## src/rtl/smw_regs.svh

```systemverilog
// Purpose : Named constants of the static memory wait-state control.
// Assumes : Included by the design module, the monitor and the bench.
// Notes   : Counts are in master clock cycles.
`ifndef SMW_REGS_SVH
`define SMW_REGS_SVH

// -----------------------------------------------------------------
// Sizes and wait modes
// -----------------------------------------------------------------
`define SMW_NUM_CS        8
`define SMW_WAIT_OFF      2'h0
`define SMW_WAIT_FROZEN   2'h2
`define SMW_WAIT_READY    2'h3
`define SMW_CNT_ZERO      8'h00
`define SMW_CNT_ONE       8'h01
`define SMW_TDF_ZERO      4'h0
`define SMW_TDF_ONE       4'h1
`define SMW_CS_IDLE       8'hff
`define SMW_CS_ONE_HOT    8'h01

// -----------------------------------------------------------------
// Fixed waveforms while the master clock runs very slowly
// -----------------------------------------------------------------
`define SMW_SLOW_RD_SETUP 8'h01
`define SMW_SLOW_RD_PULSE 8'h01
`define SMW_SLOW_RD_HOLD  8'h00
`define SMW_SLOW_WR_SETUP 8'h01
`define SMW_SLOW_WR_PULSE 8'h01
`define SMW_SLOW_WR_HOLD  8'h01

`endif

```

## src/rtl/smw_pkg.sv

```systemverilog
// Purpose : Types of the static memory wait-state control.
// Assumes : Nothing beyond the constants header.
// Notes   : Timing fields hold effective cycle counts.
package smw_pkg;

  // -----------------------------------------------------------------
  // Per chip select configuration
  // -----------------------------------------------------------------
  typedef struct packed {
    logic [7:0] rd_setup;
    logic [7:0] rd_pulse;
    logic [7:0] rd_hold;
    logic [7:0] wr_setup;
    logic [7:0] wr_pulse;
    logic [7:0] wr_hold;
    logic       read_mode;
    logic       tdf_mode;
    logic [3:0] tdf_cycles;
    logic [1:0] ext_wait_mode;
  } smw_cfg_t;

  typedef struct packed {
    logic [7:0] setup;
    logic [7:0] pulse;
    logic [7:0] hold;
  } smw_tim_t;

  typedef struct packed {
    logic       valid;
    logic       write;
    logic       internal;
    logic [2:0] cs;
  } smw_req_t;

  typedef enum logic [2:0] {
    SMW_IDLE    = 3'h0,
    SMW_RELOAD  = 3'h1,
    SMW_FLOAT   = 3'h3,
    SMW_SETUP   = 3'h2,
    SMW_PULSE   = 3'h6,
    SMW_HOLD    = 3'h7,
    SMW_SUSPEND = 3'h4
  } smw_state_t;

endpackage

```

## src/rtl/smw_static_mem_wait.sv

```systemverilog
// Purpose : Access sequencer with data float, external wait and slow clock waveforms.
// Assumes : Requester holds off new external requests while busy is high.
// Notes   : Internal requests are answered on the next enabled cycle in any state.
`timescale 1ns/10ps
`include "smw_regs.svh"

module smw_static_mem_wait
  import smw_pkg::*;
(
  input  wire logic       core_clk,
  input  wire logic       reset,
  input  wire logic       clk_en,
  input  wire smw_cfg_t   cs_cfg [`SMW_NUM_CS],
  input  wire smw_req_t   req,
  input  wire logic       slow_clk_ind,
  input  wire logic       ext_wait_n,
  output logic [7:0]      chip_select_n,
  output logic            read_strobe_n,
  output logic            write_strobe_n,
  output logic            ext_ack,
  output logic            int_ack,
  output logic            busy
);

  // -----------------------------------------------------------------
  // Helpers
  // -----------------------------------------------------------------
  function automatic smw_tim_t sel_timing(input smw_cfg_t c, input logic wr,
                                          input logic slow);
    smw_tim_t t;
    if (slow) begin
      t.setup = wr ? `SMW_SLOW_WR_SETUP : `SMW_SLOW_RD_SETUP;
      t.pulse = wr ? `SMW_SLOW_WR_PULSE : `SMW_SLOW_RD_PULSE;
      t.hold  = wr ? `SMW_SLOW_WR_HOLD  : `SMW_SLOW_RD_HOLD;
    end else begin
      t.setup = wr ? c.wr_setup : c.rd_setup;
      t.pulse = wr ? c.wr_pulse : c.rd_pulse;
      t.hold  = wr ? c.wr_hold  : c.rd_hold;
    end
    return t;
  endfunction

  function automatic logic [7:0] dec(input logic [7:0] v);
    return 8'(v - `SMW_CNT_ONE);
  endfunction

  // -----------------------------------------------------------------
  // Wait input synchroniser
  // -----------------------------------------------------------------
  logic wait_meta_r, wait_meta_nxt;
  logic wait_sync_r, wait_sync_nxt;

  always_comb begin
    wait_meta_nxt = ext_wait_n;
    wait_sync_nxt = wait_meta_r;
  end

  // The pin idles high through its pull-up, so both stages reset released.
  always_ff @(posedge core_clk) begin
    if (reset) begin
      wait_meta_r <= 1'b1;
      wait_sync_r <= 1'b1;
    end else if (clk_en) begin
      wait_meta_r <= wait_meta_nxt;
      wait_sync_r <= wait_sync_nxt;
    end
  end

  // -----------------------------------------------------------------
  // Sequencer state
  // -----------------------------------------------------------------
  smw_state_t state_r,  state_nxt;
  logic [7:0] cnt_r,    cnt_nxt;
  logic [2:0] cur_cs_r, cur_cs_nxt;
  logic       cur_wr_r, cur_wr_nxt;
  logic       use_slow_r, use_slow_nxt;
  logic       slow_seen_r, slow_seen_nxt;
  logic [2:0] last_cs_r, last_cs_nxt;
  logic       last_opt_r, last_opt_nxt;
  logic [7:0] float_rem_r, float_rem_nxt;
  logic [7:0] cs_n_r,   cs_n_nxt;
  logic       rd_n_r,   rd_n_nxt;
  logic       wr_n_r,   wr_n_nxt;
  logic       ext_ack_r, ext_ack_nxt;
  logic       int_ack_r, int_ack_nxt;
  logic       busy_r,   busy_nxt;

  smw_cfg_t   cfg;
  smw_tim_t   tim;
  logic       wait_act;
  logic       end_pulse;
  logic       finish;
  logic       float_need;
  logic [7:0] cs_sel_n;
  logic [3:0] tdf_left;

  always_comb begin
    cfg           = cs_cfg[cur_cs_r];
    tim           = sel_timing(cfg, cur_wr_r, use_slow_r);
    wait_act      = !wait_sync_r && !use_slow_r;
    cs_sel_n      = ~8'(`SMW_CS_ONE_HOT << cur_cs_r);
    end_pulse     = 1'b0;
    finish        = 1'b0;
    tdf_left      = `SMW_TDF_ZERO;
    state_nxt     = state_r;
    cnt_nxt       = cnt_r;
    cur_cs_nxt    = cur_cs_r;
    cur_wr_nxt    = cur_wr_r;
    use_slow_nxt  = use_slow_r;
    slow_seen_nxt = slow_seen_r;
    last_cs_nxt   = last_cs_r;
    last_opt_nxt  = last_opt_r;
    float_rem_nxt = float_rem_r;
    cs_n_nxt      = cs_n_r;
    rd_n_nxt      = rd_n_r;
    wr_n_nxt      = wr_n_r;
    ext_ack_nxt   = 1'b0;
    int_ack_nxt   = req.valid && req.internal;
    // Float time elapses in every state but SMW_SUSPEND and a frozen waited pulse, so idle gaps shorten later waits.
    if (float_rem_r != `SMW_CNT_ZERO && state_r != SMW_SUSPEND &&
        !(state_r == SMW_PULSE && cfg.ext_wait_mode == `SMW_WAIT_FROZEN && wait_act)) begin
      float_rem_nxt = dec(float_rem_r);
    end
    float_need = float_rem_r != `SMW_CNT_ZERO &&
                 (cur_wr_r || cur_cs_r != last_cs_r);
    unique case (state_r)
      SMW_IDLE: begin
        if (req.valid && !req.internal) begin
          cur_cs_nxt   = req.cs;
          cur_wr_nxt   = req.write;
          use_slow_nxt = slow_clk_ind;
          if (slow_clk_ind != slow_seen_r) begin
            slow_seen_nxt = slow_clk_ind;
            state_nxt     = SMW_RELOAD;
          end else begin
            state_nxt = SMW_FLOAT;
          end
        end
      end
      SMW_RELOAD: begin
        state_nxt = SMW_FLOAT;
      end
      SMW_FLOAT: begin
        // The setup credit applies only when the previous read asked for it.
        if (!float_need || (last_opt_r && float_rem_r <= tim.setup)) begin
          cs_n_nxt = cs_sel_n;
          if (tim.setup != `SMW_CNT_ZERO) begin
            state_nxt = SMW_SETUP;
            cnt_nxt   = tim.setup;
          end else begin
            state_nxt = SMW_PULSE;
            cnt_nxt   = tim.pulse;
            rd_n_nxt  = cur_wr_r;
            wr_n_nxt  = !cur_wr_r;
          end
        end
      end
      SMW_SETUP: begin
        if (cnt_r == `SMW_CNT_ONE) begin
          state_nxt = SMW_PULSE;
          cnt_nxt   = tim.pulse;
          rd_n_nxt  = cur_wr_r;
          wr_n_nxt  = !cur_wr_r;
        end else begin
          cnt_nxt = dec(cnt_r);
        end
      end
      SMW_PULSE: begin
        if (cfg.ext_wait_mode == `SMW_WAIT_FROZEN && wait_act) begin
          cnt_nxt = cnt_r;
        end else if (cnt_r == `SMW_CNT_ONE) begin
          if (cfg.ext_wait_mode == `SMW_WAIT_READY && wait_act) begin
            state_nxt = SMW_SUSPEND;
          end else begin
            end_pulse = 1'b1;
          end
        end else begin
          cnt_nxt = dec(cnt_r);
        end
      end
      SMW_SUSPEND: begin
        // Only the release of the synchronised wait ends a suspended pulse.
        end_pulse = !wait_act;
      end
      SMW_HOLD: begin
        if (cnt_r == `SMW_CNT_ONE) begin
          finish = 1'b1;
        end else begin
          cnt_nxt = dec(cnt_r);
        end
      end
      default: begin
        state_nxt = SMW_IDLE;
        cs_n_nxt  = `SMW_CS_IDLE;
        rd_n_nxt  = 1'b1;
        wr_n_nxt  = 1'b1;
      end
    endcase
    if (end_pulse) begin
      rd_n_nxt = 1'b1;
      wr_n_nxt = 1'b1;
      if (tim.hold != `SMW_CNT_ZERO) begin
        state_nxt = SMW_HOLD;
        cnt_nxt   = tim.hold;
      end else begin
        finish = 1'b1;
      end
    end
    if (finish) begin
      state_nxt   = SMW_IDLE;
      cs_n_nxt    = `SMW_CS_IDLE;
      ext_ack_nxt = 1'b1;
      if (!cur_wr_r) begin
        last_cs_nxt  = cur_cs_r;
        last_opt_nxt = cfg.tdf_mode;
        // Strobe-controlled float started at the strobe rise, so the hold
        // cycles already spent are taken off what remains.
        if (cfg.read_mode && !use_slow_r) begin
          if (tim.hold >= 8'(cfg.tdf_cycles)) begin
            tdf_left = `SMW_TDF_ZERO;
          end else begin
            tdf_left = 4'(8'(cfg.tdf_cycles) - tim.hold);
          end
        end else begin
          tdf_left = cfg.tdf_cycles;
        end
        float_rem_nxt = 8'(tdf_left);
      end
    end
    busy_nxt = state_nxt != SMW_IDLE;
  end

  always_ff @(posedge core_clk) begin
    if (reset) begin
      state_r     <= SMW_IDLE;
      cnt_r       <= `SMW_CNT_ZERO;
      cur_cs_r    <= 3'h0;
      cur_wr_r    <= 1'b0;
      use_slow_r  <= 1'b0;
      slow_seen_r <= 1'b0;
      last_cs_r   <= 3'h0;
      last_opt_r  <= 1'b0;
      float_rem_r <= `SMW_CNT_ZERO;
      cs_n_r      <= `SMW_CS_IDLE;
      rd_n_r      <= 1'b1;
      wr_n_r      <= 1'b1;
      ext_ack_r   <= 1'b0;
      int_ack_r   <= 1'b0;
      busy_r      <= 1'b0;
    end else if (clk_en) begin
      state_r     <= state_nxt;
      cnt_r       <= cnt_nxt;
      cur_cs_r    <= cur_cs_nxt;
      cur_wr_r    <= cur_wr_nxt;
      use_slow_r  <= use_slow_nxt;
      slow_seen_r <= slow_seen_nxt;
      last_cs_r   <= last_cs_nxt;
      last_opt_r  <= last_opt_nxt;
      float_rem_r <= float_rem_nxt;
      cs_n_r      <= cs_n_nxt;
      rd_n_r      <= rd_n_nxt;
      wr_n_r      <= wr_n_nxt;
      ext_ack_r   <= ext_ack_nxt;
      int_ack_r   <= int_ack_nxt;
      busy_r      <= busy_nxt;
    end
  end

  // -----------------------------------------------------------------
  // Outputs
  // -----------------------------------------------------------------
  assign chip_select_n  = cs_n_r;
  assign read_strobe_n  = rd_n_r;
  assign write_strobe_n = wr_n_r;
  assign ext_ack        = ext_ack_r;
  assign int_ack        = int_ack_r;
  assign busy           = busy_r;

endmodule

```

## config.mk

```make
export PLATFORM = sky130hd
export DESIGN_NAME = smw_static_mem_wait
export DESIGN_NICKNAME = d
export VERILOG_FILES = /design/src/rtl/smw_pkg.sv /design/src/rtl/smw_static_mem_wait.sv
export VERILOG_INCLUDE_DIRS = /design/src /design/src/rtl
export SDC_FILE = /design/constraint.sdc
export NUM_CORES = 1
export LEC_CHECK = 0
export ABC_AREA = 1
export BUFFER_PORTS_ARGS = -buffer_cell sky130_fd_sc_hd__buf_2
export CORE_AREA = 5 5 181 183
export CTS_CLUSTER_SIZE = 24
export DETAILED_ROUTE_END_ITERATION = 16
export DIE_AREA = 0 0 186 188
export GPL_TIMING_DRIVEN = 0
export MAX_ROUTING_LAYER = met4
export SYNTH_ARGS = -nofsm -noshare
export SYNTH_HDL_FRONTEND = slang
export SYNTH_SLANG_ARGS = --single-unit
```

## constraint.sdc

```tcl
create_clock -name core_clk -period 7.75 [get_ports core_clk]
set_input_delay 1.9375 -clock core_clk [delete_from_list [all_inputs] [get_ports core_clk]]
set_output_delay 1.9375 -clock core_clk [all_outputs]
set_load 0.01 [all_outputs]
```

==> flow_summary_export.csv, run 1 <==
group,metric,value,unit
synthesis,yosys.area_share.simple,60.5,%
worst_setup_path,slowest_delay,0.49,ns
worst_setup_path,cp_num_buf_inv,3,
placement,dp_hpwl,42600,um
finish,final_nets,2496,
clocking,postCtsSetupRepairBufs,0,
synthesis,synth_compound_area_share,12.0,%
worst_setup_path,worstSetupPathType,"primary input to flop",
finish,fin_area,10700,sq um
worst_setup_path,r2r.worst_path.cells,17,
timing,hold_violations,0,
worst_setup_path,r2r_slack,3.40,ns
synthesis,avgSynthCellArea,4.96,sq um
floorplan,die_w,186,um
finish,fin_cells,2429,
worst_setup_path,cp_top_family,"compound AO/OA/AOI/OAI gates",
min_path,worstHoldStart,"chip_select_n[6]$_SDFFE_PP1P_",
detailed_routing,drc_errors,0,
synthesis,synthMostInstantiatedCell,"nand2_1",
worst_setup_path,startpoint_type,"primary input",
placement,dp_cells,2413,
synthesis,ys_seq_area_share,11.5,%
floorplan,die_h,188,um
clocking,cts_made_buffers,5,
worst_setup_path,cp_common_cell,"o21ai_0",
finish,drive_gt1_share,27.9,%
synthesis,async_flop_share,0,%
placement,placed_area,10500,sq um
timing,post-route-period-util,57.7,%
detailed_routing,drt_iter0_drc,848,
floorplan,core,31100,sq um
min_path,hold_path_end,"chip_select_n[6]$_SDFFE_PP1P_",
worst_setup_path,end_kind,"flop",
min_path,hold_path.class,"flop to flop",
worst_setup_path,path_max_fanout,4,
synthesis,synthMuxAreaShare,0,%
power_and_ir_drop,vdd_drop_max,0.130,mV
clocking,cts_max_level,2,
global_routing,grt.total_usage,27.8,%
timing,rsz0062_at_grt,"false",
global_routing,grt_pass1_vias,12101,
timing,setup_tns,0,ns
detailed_routing,vias,12223,
clocking,path_clk_slew,0.07,ns
synthesis,yosys_warnings,0,
floorplan,die_area,35000,sq um
worst_setup_path,r2r_start,"cur_cs_r[2]$_SDFFE_PP0P_",
synthesis,yosys_most_used_dff,"dfxtp_1",
global_routing,grt_max_degree,16,
synthesis,synth.distinct_cells,42,
synthesis,yosysTopAreaCell,"nand2_1",
power_and_ir_drop,p_leak,6.10,nW
synthesis,ys_ff_latch,44,
synthesis,synth_largest_type_area_fraction,38.7,%
job,maxCapViolCount,0,
clocking,root_buffer,"clkbuf_16",
synthesis,syn_nets,2018,
synthesis,synth_top_family_by_area,"simple AND/OR/NAND/NOR gates",
clocking,cts_resized,0,
worst_setup_path,crit_arrival,4.69,ns
detailed_routing,ant_nets,0,
worst_setup_path,reg2reg_to,"float_rem_r[1]$_SDFFE_PP0P_",
global_routing,antenna_found_initial,10,
clocking,clk_path_buf_depth,2,
clocking,hold_buffers,0,
detailed_routing,drt-total-wl,50200,um
synthesis,synth_commonest_cells,"nand2_1, nand3_1, inv_1, nor2_1, a21oi_1",
floorplan,ios,472,
synthesis,synth_fa_ha_area_share,3.21,%
detailed_routing,routed_via_density,5.03,
timing,max_freq,224,MHz
timing,post-route-min-period,4.47,ns
worst_setup_path,slowest_stage,"o21ai_0",
finish,finalCoreUtilization,34.4,%
synthesis,synth-xor-area-share,1.61,%
clocking,cts_tree,"done",
synthesis,synth_area_leaders,"nand2_1, dfxtp_1, nand3_1",
timing,slew_viol_final,0,
finish,syn2layout_area_growth,40.0,%
floorplan,start_util,24.6,%
worst_setup_path,cp_data_required_time,7.97,ns
status,outcome,"finished, final reports clean",
synthesis,syn_area,7630,sq um
detailed_routing,wire_per_inst,20.7,um
global_routing,grt_overflow,0,
placement,numPortBuffers,471,
power_and_ir_drop,power.density,129,nW/um^2
floorplan,rows,65,
clocking,cts.sinks,44,
placement,gp_congestion,0.986,
timing,max_slew_margin,33.5,%
min_path,whs_path_depth,2,
synthesis,syn_inst,1540,
timing,final-setup-viol-count,0,
detailed_routing,dr.pass1.iters,7,
clocking,clock_latency,0.30,ns
synthesis,synth_edf_count,0,
timing,skew,0.0144,ns
timing,worst_pin_slew,0.994,ns
global_routing,grt_pass1_wl,72000,um
worst_setup_path,path_cells,"buf_2 -> inv_1 -> o21ai_0 -> a221oi_1 -> o21ai_0 -> inv_1 -> ha_1 -> a21boi_0 -> o21ai_0 -> nand2_1 -> a21oi_1 -> nand3_1 -> o21ai_0 -> o21ai_0 -> a21oi_1",
worst_setup_path,cp.depth,15,
-- metal layers --
metal	vias up	global-route usage [%]	share of wire [%]
met5	-	-	0
met4	0	9.75	3.5
met3	84	3.20	8.2
met2	684	47.6	48
met1	5540	33.7	40
li1	5915	-	-
-- cells in the final DEF (no fill, tap or decap), drive strengths merged, types with 4 or more instances in the layout --
cell      n
nand4    47
nor3      5
buf     542
a21oi    69
o211ai    4
nand2   792
nand3b    6
dfxtp    44
ha       18
nand3   173
a22oi    18
xnor2     5
clkbuf   23
nor2     83
inv     100
o21ai    61
diode     8
xor2      9
-- registers in the layout, summed over array words and instances (netlist names), 3 cells and up --
name,flops
cnt_r,8
cur_cs_r,3
chip_select_n,8
last_cs_r,3
state_r,3
float_rem_r,8
-- worst reg2reg max path, stage by stage, from the launching register on --
cell,delay [ns]
dfxtp_1,0.37
inv_1,0.09
buf_2,0.25
buf_2,0.34
buf_1,0.59
clkbuf_1,0.50
nand2_1,0.13
o21ai_0,0.24
inv_1,0.17
ha_1,0.34
a21boi_0,0.13
o21ai_0,0.16
nand2_1,0.08
a21oi_1,0.26
nand3_1,0.11
o21ai_0,0.27
o21ai_0,0.13
a21oi_1,0.13
-- cell families (layout without fill, tap and decap cells) --
logic type               count (synthesis)  after routing
AO/OA/AOI/OAI                          165            165
XOR/XNOR                                14             14
adder cells (fa/ha/maj)                 19             19
buffers and inverters                  190            669
flip-flops                              44             44
other                                    0              8
AND/OR/NAND/NOR                       1108           1108
-- final cells by class --
cell class,instances,area (sq um)
fillers,3725,20400
repair buffers,471,2360
multi-input cells,1306,5900
well taps,402,503
flip-flops and latches,44,881
diodes,8,20.0
clock buffers,5,125
inverters,101,382
plain buffers,89,470
clock inverters,3,47.5
-- through the flow --
step | setup WS (ns) | hold slack [ns] | total power, mW
CTS | 3.24 | 0.462 | 1.37
global placement | 2.99 | 0.441 | 1.10
global route | 2.94 | 0.479 | 1.50
detailed placement | 2.95 | 0.442 | 1.11
floorplan | 3.90 | 0.429 | 0.791
finish | 3.28 | 0.459 | 1.38
-- how the worst max path moves through the flow --
| stage | from | endpoint |
|---|---|---|
| finish | cs_cfg[171] | float_rem_r[1]$_SDFFE_PP0P_ |
| global route | cs_cfg[171] | float_rem_r[1]$_SDFFE_PP0P_ |
| CTS | cs_cfg[171] | float_rem_r[1]$_SDFFE_PP0P_ |
| detailed placement | cs_cfg[171] | float_rem_r[1]$_SDFFE_PP0P_ |
| global placement | cs_cfg[171] | float_rem_r[1]$_SDFFE_PP0P_ |
| floorplan | cs_cfg[171] | float_rem_r[3]$_SDFFE_PP0P_ |
-- where the power goes --
part / switching, mW / internal (mW)
registers: 0.0333 / 0.256
logic: 0.511 / 0.317
clock network: 0.105 / 0.154
Note: power is estimated with default switching activity, not from simulation.
==> run 2, diff against run 1 <==
- CORE_AREA: 5 5 181 183 -> 5 5 179 181
- DIE_AREA: 0 0 186 188 -> 0 0 184 186
- clock period: 7.75 -> 4 ns (I/O delays scaled with it)
==> run 2 against run 1 <==
Against the previous run:
- clock skew fell by 0.0077 ns
- non-clock buffer count decreased by 3
- clock power up 96%
- combinational power rose by 93%
- register-to-register slack worse by 3.1 ns
- cell area is the same
- routed wire length grew 0.24%
- clock-buffer cell count grew 1
- critical path type is now flop to flop
- via count shrank 0.88%
- largest power group unchanged
- highest routed layer unchanged
==> flow_summary_export.csv, run 2 (same netlist as run 1, synthesis figures left out) <==
group,metric,value,unit
status,outcome,"finished, final reports clean",
floorplan,die_area,34200,sq um
finish,n_fill_cell,3613,
power_and_ir_drop,vdd_drop_max,0.182,mV
detailed_routing,ant_nets,0,
timing,skew,0.00672,ns
detailed_routing,dr.pass1.iters,7,
power_and_ir_drop,power.total,2.67,mW
worst_setup_path,cp_num_buf_inv,6,
timing,max_freq,267,MHz
floorplan,core,30300,sq um
power_and_ir_drop,intPower,1.42,mW
timing,hold_violations,0,
worst_setup_path,r2r_slack,0.26,ns
global_routing,grt.total_usage,28.7,%
timing,worst_pin_slew,0.922,ns
detailed_routing,vias,12115,
clocking,root_buffer,"clkbuf_16",
clocking,cts_made_buffers,5,
worst_setup_path,r2r_start,"cur_cs_r[0]$_SDFFE_PP0P_",
placement,dp_hpwl,43000,um
worst_setup_path,crit_arrival,3.97,ns
worst_setup_path,path_max_fanout,10,
finish,drive_gt1_share,28.1,%
worst_setup_path,cp-endpoint,"float_rem_r[1]$_SDFFE_PP0P_",
clocking,clk_path_buf_depth,2,
floorplan,rows,64,
worst_setup_path,cp_top_family,"compound AO/OA/AOI/OAI gates",
timing,rsz0062_at_grt,"false",
detailed_routing,drt_iter0_drc,941,
power_and_ir_drop,p_sw,1.25,mW
worst_setup_path,startpoint_type,"flop",
clocking,cts_tree,"done",
global_routing,grt_max_degree,20,
worst_setup_path,path_cells,"buf_6 -> inv_4 -> buf_6 -> buf_6 -> buf_2 -> nand2_1 -> nor2_1 -> a221oi_1 -> o21ai_2 -> inv_1 -> ha_1 -> a21boi_0 -> o21ai_0 -> nand2_1 -> a21oi_1 -> nand3_1 -> o21ai_0 -> o21ai_0 -> a21oi_1",
placement,dp_cells,2407,
timing,max_slew_margin,38.5,%
worst_setup_path,r2r.worst_path.cells,19,
power_and_ir_drop,p_comb_share,60.0,%
detailed_routing,drt-total-wl,50300,um
worst_setup_path,cp.depth,19,
clocking,cts.sinks,44,
worst_setup_path,end_kind,"flop",
power_and_ir_drop,p_leak,6.10,nW
timing,post-route-period-util,93.6,%
global_routing,grt_pass1_vias,12266,
floorplan,start_util,25.2,%
floorplan,die_h,186,um
floorplan,ios,472,
clocking,clock_latency,0.29,ns
min_path,whs_path_depth,2,
worst_setup_path,slowest_delay,0.32,ns
timing,slew_viol_final,0,
power_and_ir_drop,seq_power_share,21.1,%
worst_setup_path,cp-startpoint,"cur_cs_r[0]$_SDFFE_PP0P_",
floorplan,die_w,184,um
min_path,hold_path.class,"flop to flop",
global_routing,grt_overflow,0,
finish,final_cell_mix,"nand2_1, buf_2, nand3_1, inv_1, nor2_1",
worst_setup_path,worstSetupPathType,"flop to flop",
power_and_ir_drop,switching_share,46.7,%
detailed_routing,routed_via_density,5.00,
timing,post-route-min-period,3.74,ns
timing,final-setup-viol-count,0,
power_and_ir_drop,p_clk_share,18.9,%
detailed_routing,wire_per_inst,20.8,um
finish,fin_cells,2421,
global_routing,grt_pass1_wl,72400,um
detailed_routing,drc_errors,0,
global_routing,antenna_found_initial,9,
job,maxCapViolCount,0,
finish,final_common_cell,"nand2_1",
worst_setup_path,slowest_stage,"ha_1",
clocking,path_clk_slew,0.07,ns
placement,gp_congestion,0.986,
worst_setup_path,reg2reg_to,"float_rem_r[1]$_SDFFE_PP0P_",
clocking,hold_buffers,0,
placement,numPortBuffers,471,
worst_setup_path,cp_data_required_time,4.23,ns
finish,syn2layout_area_growth,40.0,%
finish,final_nets,2493,
power_and_ir_drop,power.density,250,nW/um^2
clocking,cts_max_level,2,
## run 2: changes by cell type in the layout (fill, tap and decap cells not counted), sizes merged
| cell | change |
|---|---|
| clkinv | -1 |
| diode | +1 |
| clkbuf | +1 |
| buf | -3 |
## run 2: stage by stage
stage / util [%] / TNS [ns] / setup WS (ns) / hold WS (ns) / instance area [sq um]
CTS: 35.2 / 0 / 0.122 / 0.461 / 10700
floorplan: - / 0 / 1.09 / 0.429 / 7630
global placement: 34.6 / -0.362 / -0.181 / 0.442 / 10500
global route: 35.3 / 0 / 0.0311 / 0.493 / 10700
detailed placement: 34.6 / -0.698 / -0.248 / 0.444 / 10500
finish: 35.3 / 0 / 0.256 / 0.458 / 10700
## run 2: power by group through the flow
stage	clock network, mW	logic, mW	registers [mW]
after floorplan	0	0.980	0.552
after global placement	0	1.56	0.571
after detailed placement	0	1.58	0.572
after CTS	0.510	1.59	0.563
after global routing	0.526	1.80	0.570
final	0.505	1.60	0.564
## run 2: area by class of cell
| type | instances | area, sq um | area share [%] |
|---|---|---|---|
| clock buffer | 6 | 139 | 1.30 |
| inverter | 101 | 382 | 3.57 |
| timing repair buffer | 471 | 2360 | 22.1 |
| buffer | 86 | 458 | 4.29 |
| multi-input combinational | 1306 | 5910 | 55.3 |
| clock inverter | 2 | 38.8 | 0.363 |
| sequential | 44 | 881 | 8.24 |
| antenna | 9 | 22.5 | 0.211 |
| tap | 396 | 495 | 4.64 |
## run 2: how the worst min path moves through the flow
stage / start / endpoint / slack [ns]
6_report: chip_select_n[2]$_SDFFE_PP1P_ / chip_select_n[2]$_SDFFE_PP1P_ / 0.46
5_1_grt: chip_select_n[5]$_SDFFE_PP1P_ / chip_select_n[5]$_SDFFE_PP1P_ / 0.49
4_1_cts: chip_select_n[2]$_SDFFE_PP1P_ / chip_select_n[2]$_SDFFE_PP1P_ / 0.46
3_5_place_dp: chip_select_n[2]$_SDFFE_PP1P_ / chip_select_n[2]$_SDFFE_PP1P_ / 0.44
3_3_place_gp: chip_select_n[0]$_SDFFE_PP1P_ / chip_select_n[0]$_SDFFE_PP1P_ / 0.44
2_1_floorplan: wait_meta_r$_SDFFE_PP1P_ / wait_meta_r$_SDFFE_PP1P_ / 0.43
## run 2: repair_timing
action,CTS,global route
setup endpoints to repair,4,6
gates resized for setup,2,5
endpoints found under the hold margin,0,0
gates cloned,0,0
buffers inserted,0,0
## run 2: routing by layer
| metal | wire [um] | GRT usage [%] | share of wire [%] |
|---|---|---|---|
| met5 | 0 | - | 0 |
| met1 | 20500 | 34.3 | 41 |
| met4 | 1970 | 11.5 | 3.9 |
| met2 | 24000 | 48.8 | 48 |
| met3 | 3860 | 3.95 | 7.7 |
## run 2: worst register-to-register path, stage by stage (launching register included)
cell and delay (ns):
dfxtp_1 0.31, buf_6 0.14, inv_4 0.09, buf_6 0.19, buf_6 0.21, buf_2 0.30
nand2_1 0.18, nor2_1 0.23, a221oi_1 0.10, o21ai_2 0.27, inv_1 0.13, ha_1 0.32
a21boi_0 0.13, o21ai_0 0.15, nand2_1 0.07, a21oi_1 0.26, nand3_1 0.11, o21ai_0 0.24
o21ai_0 0.12, a21oi_1 0.12
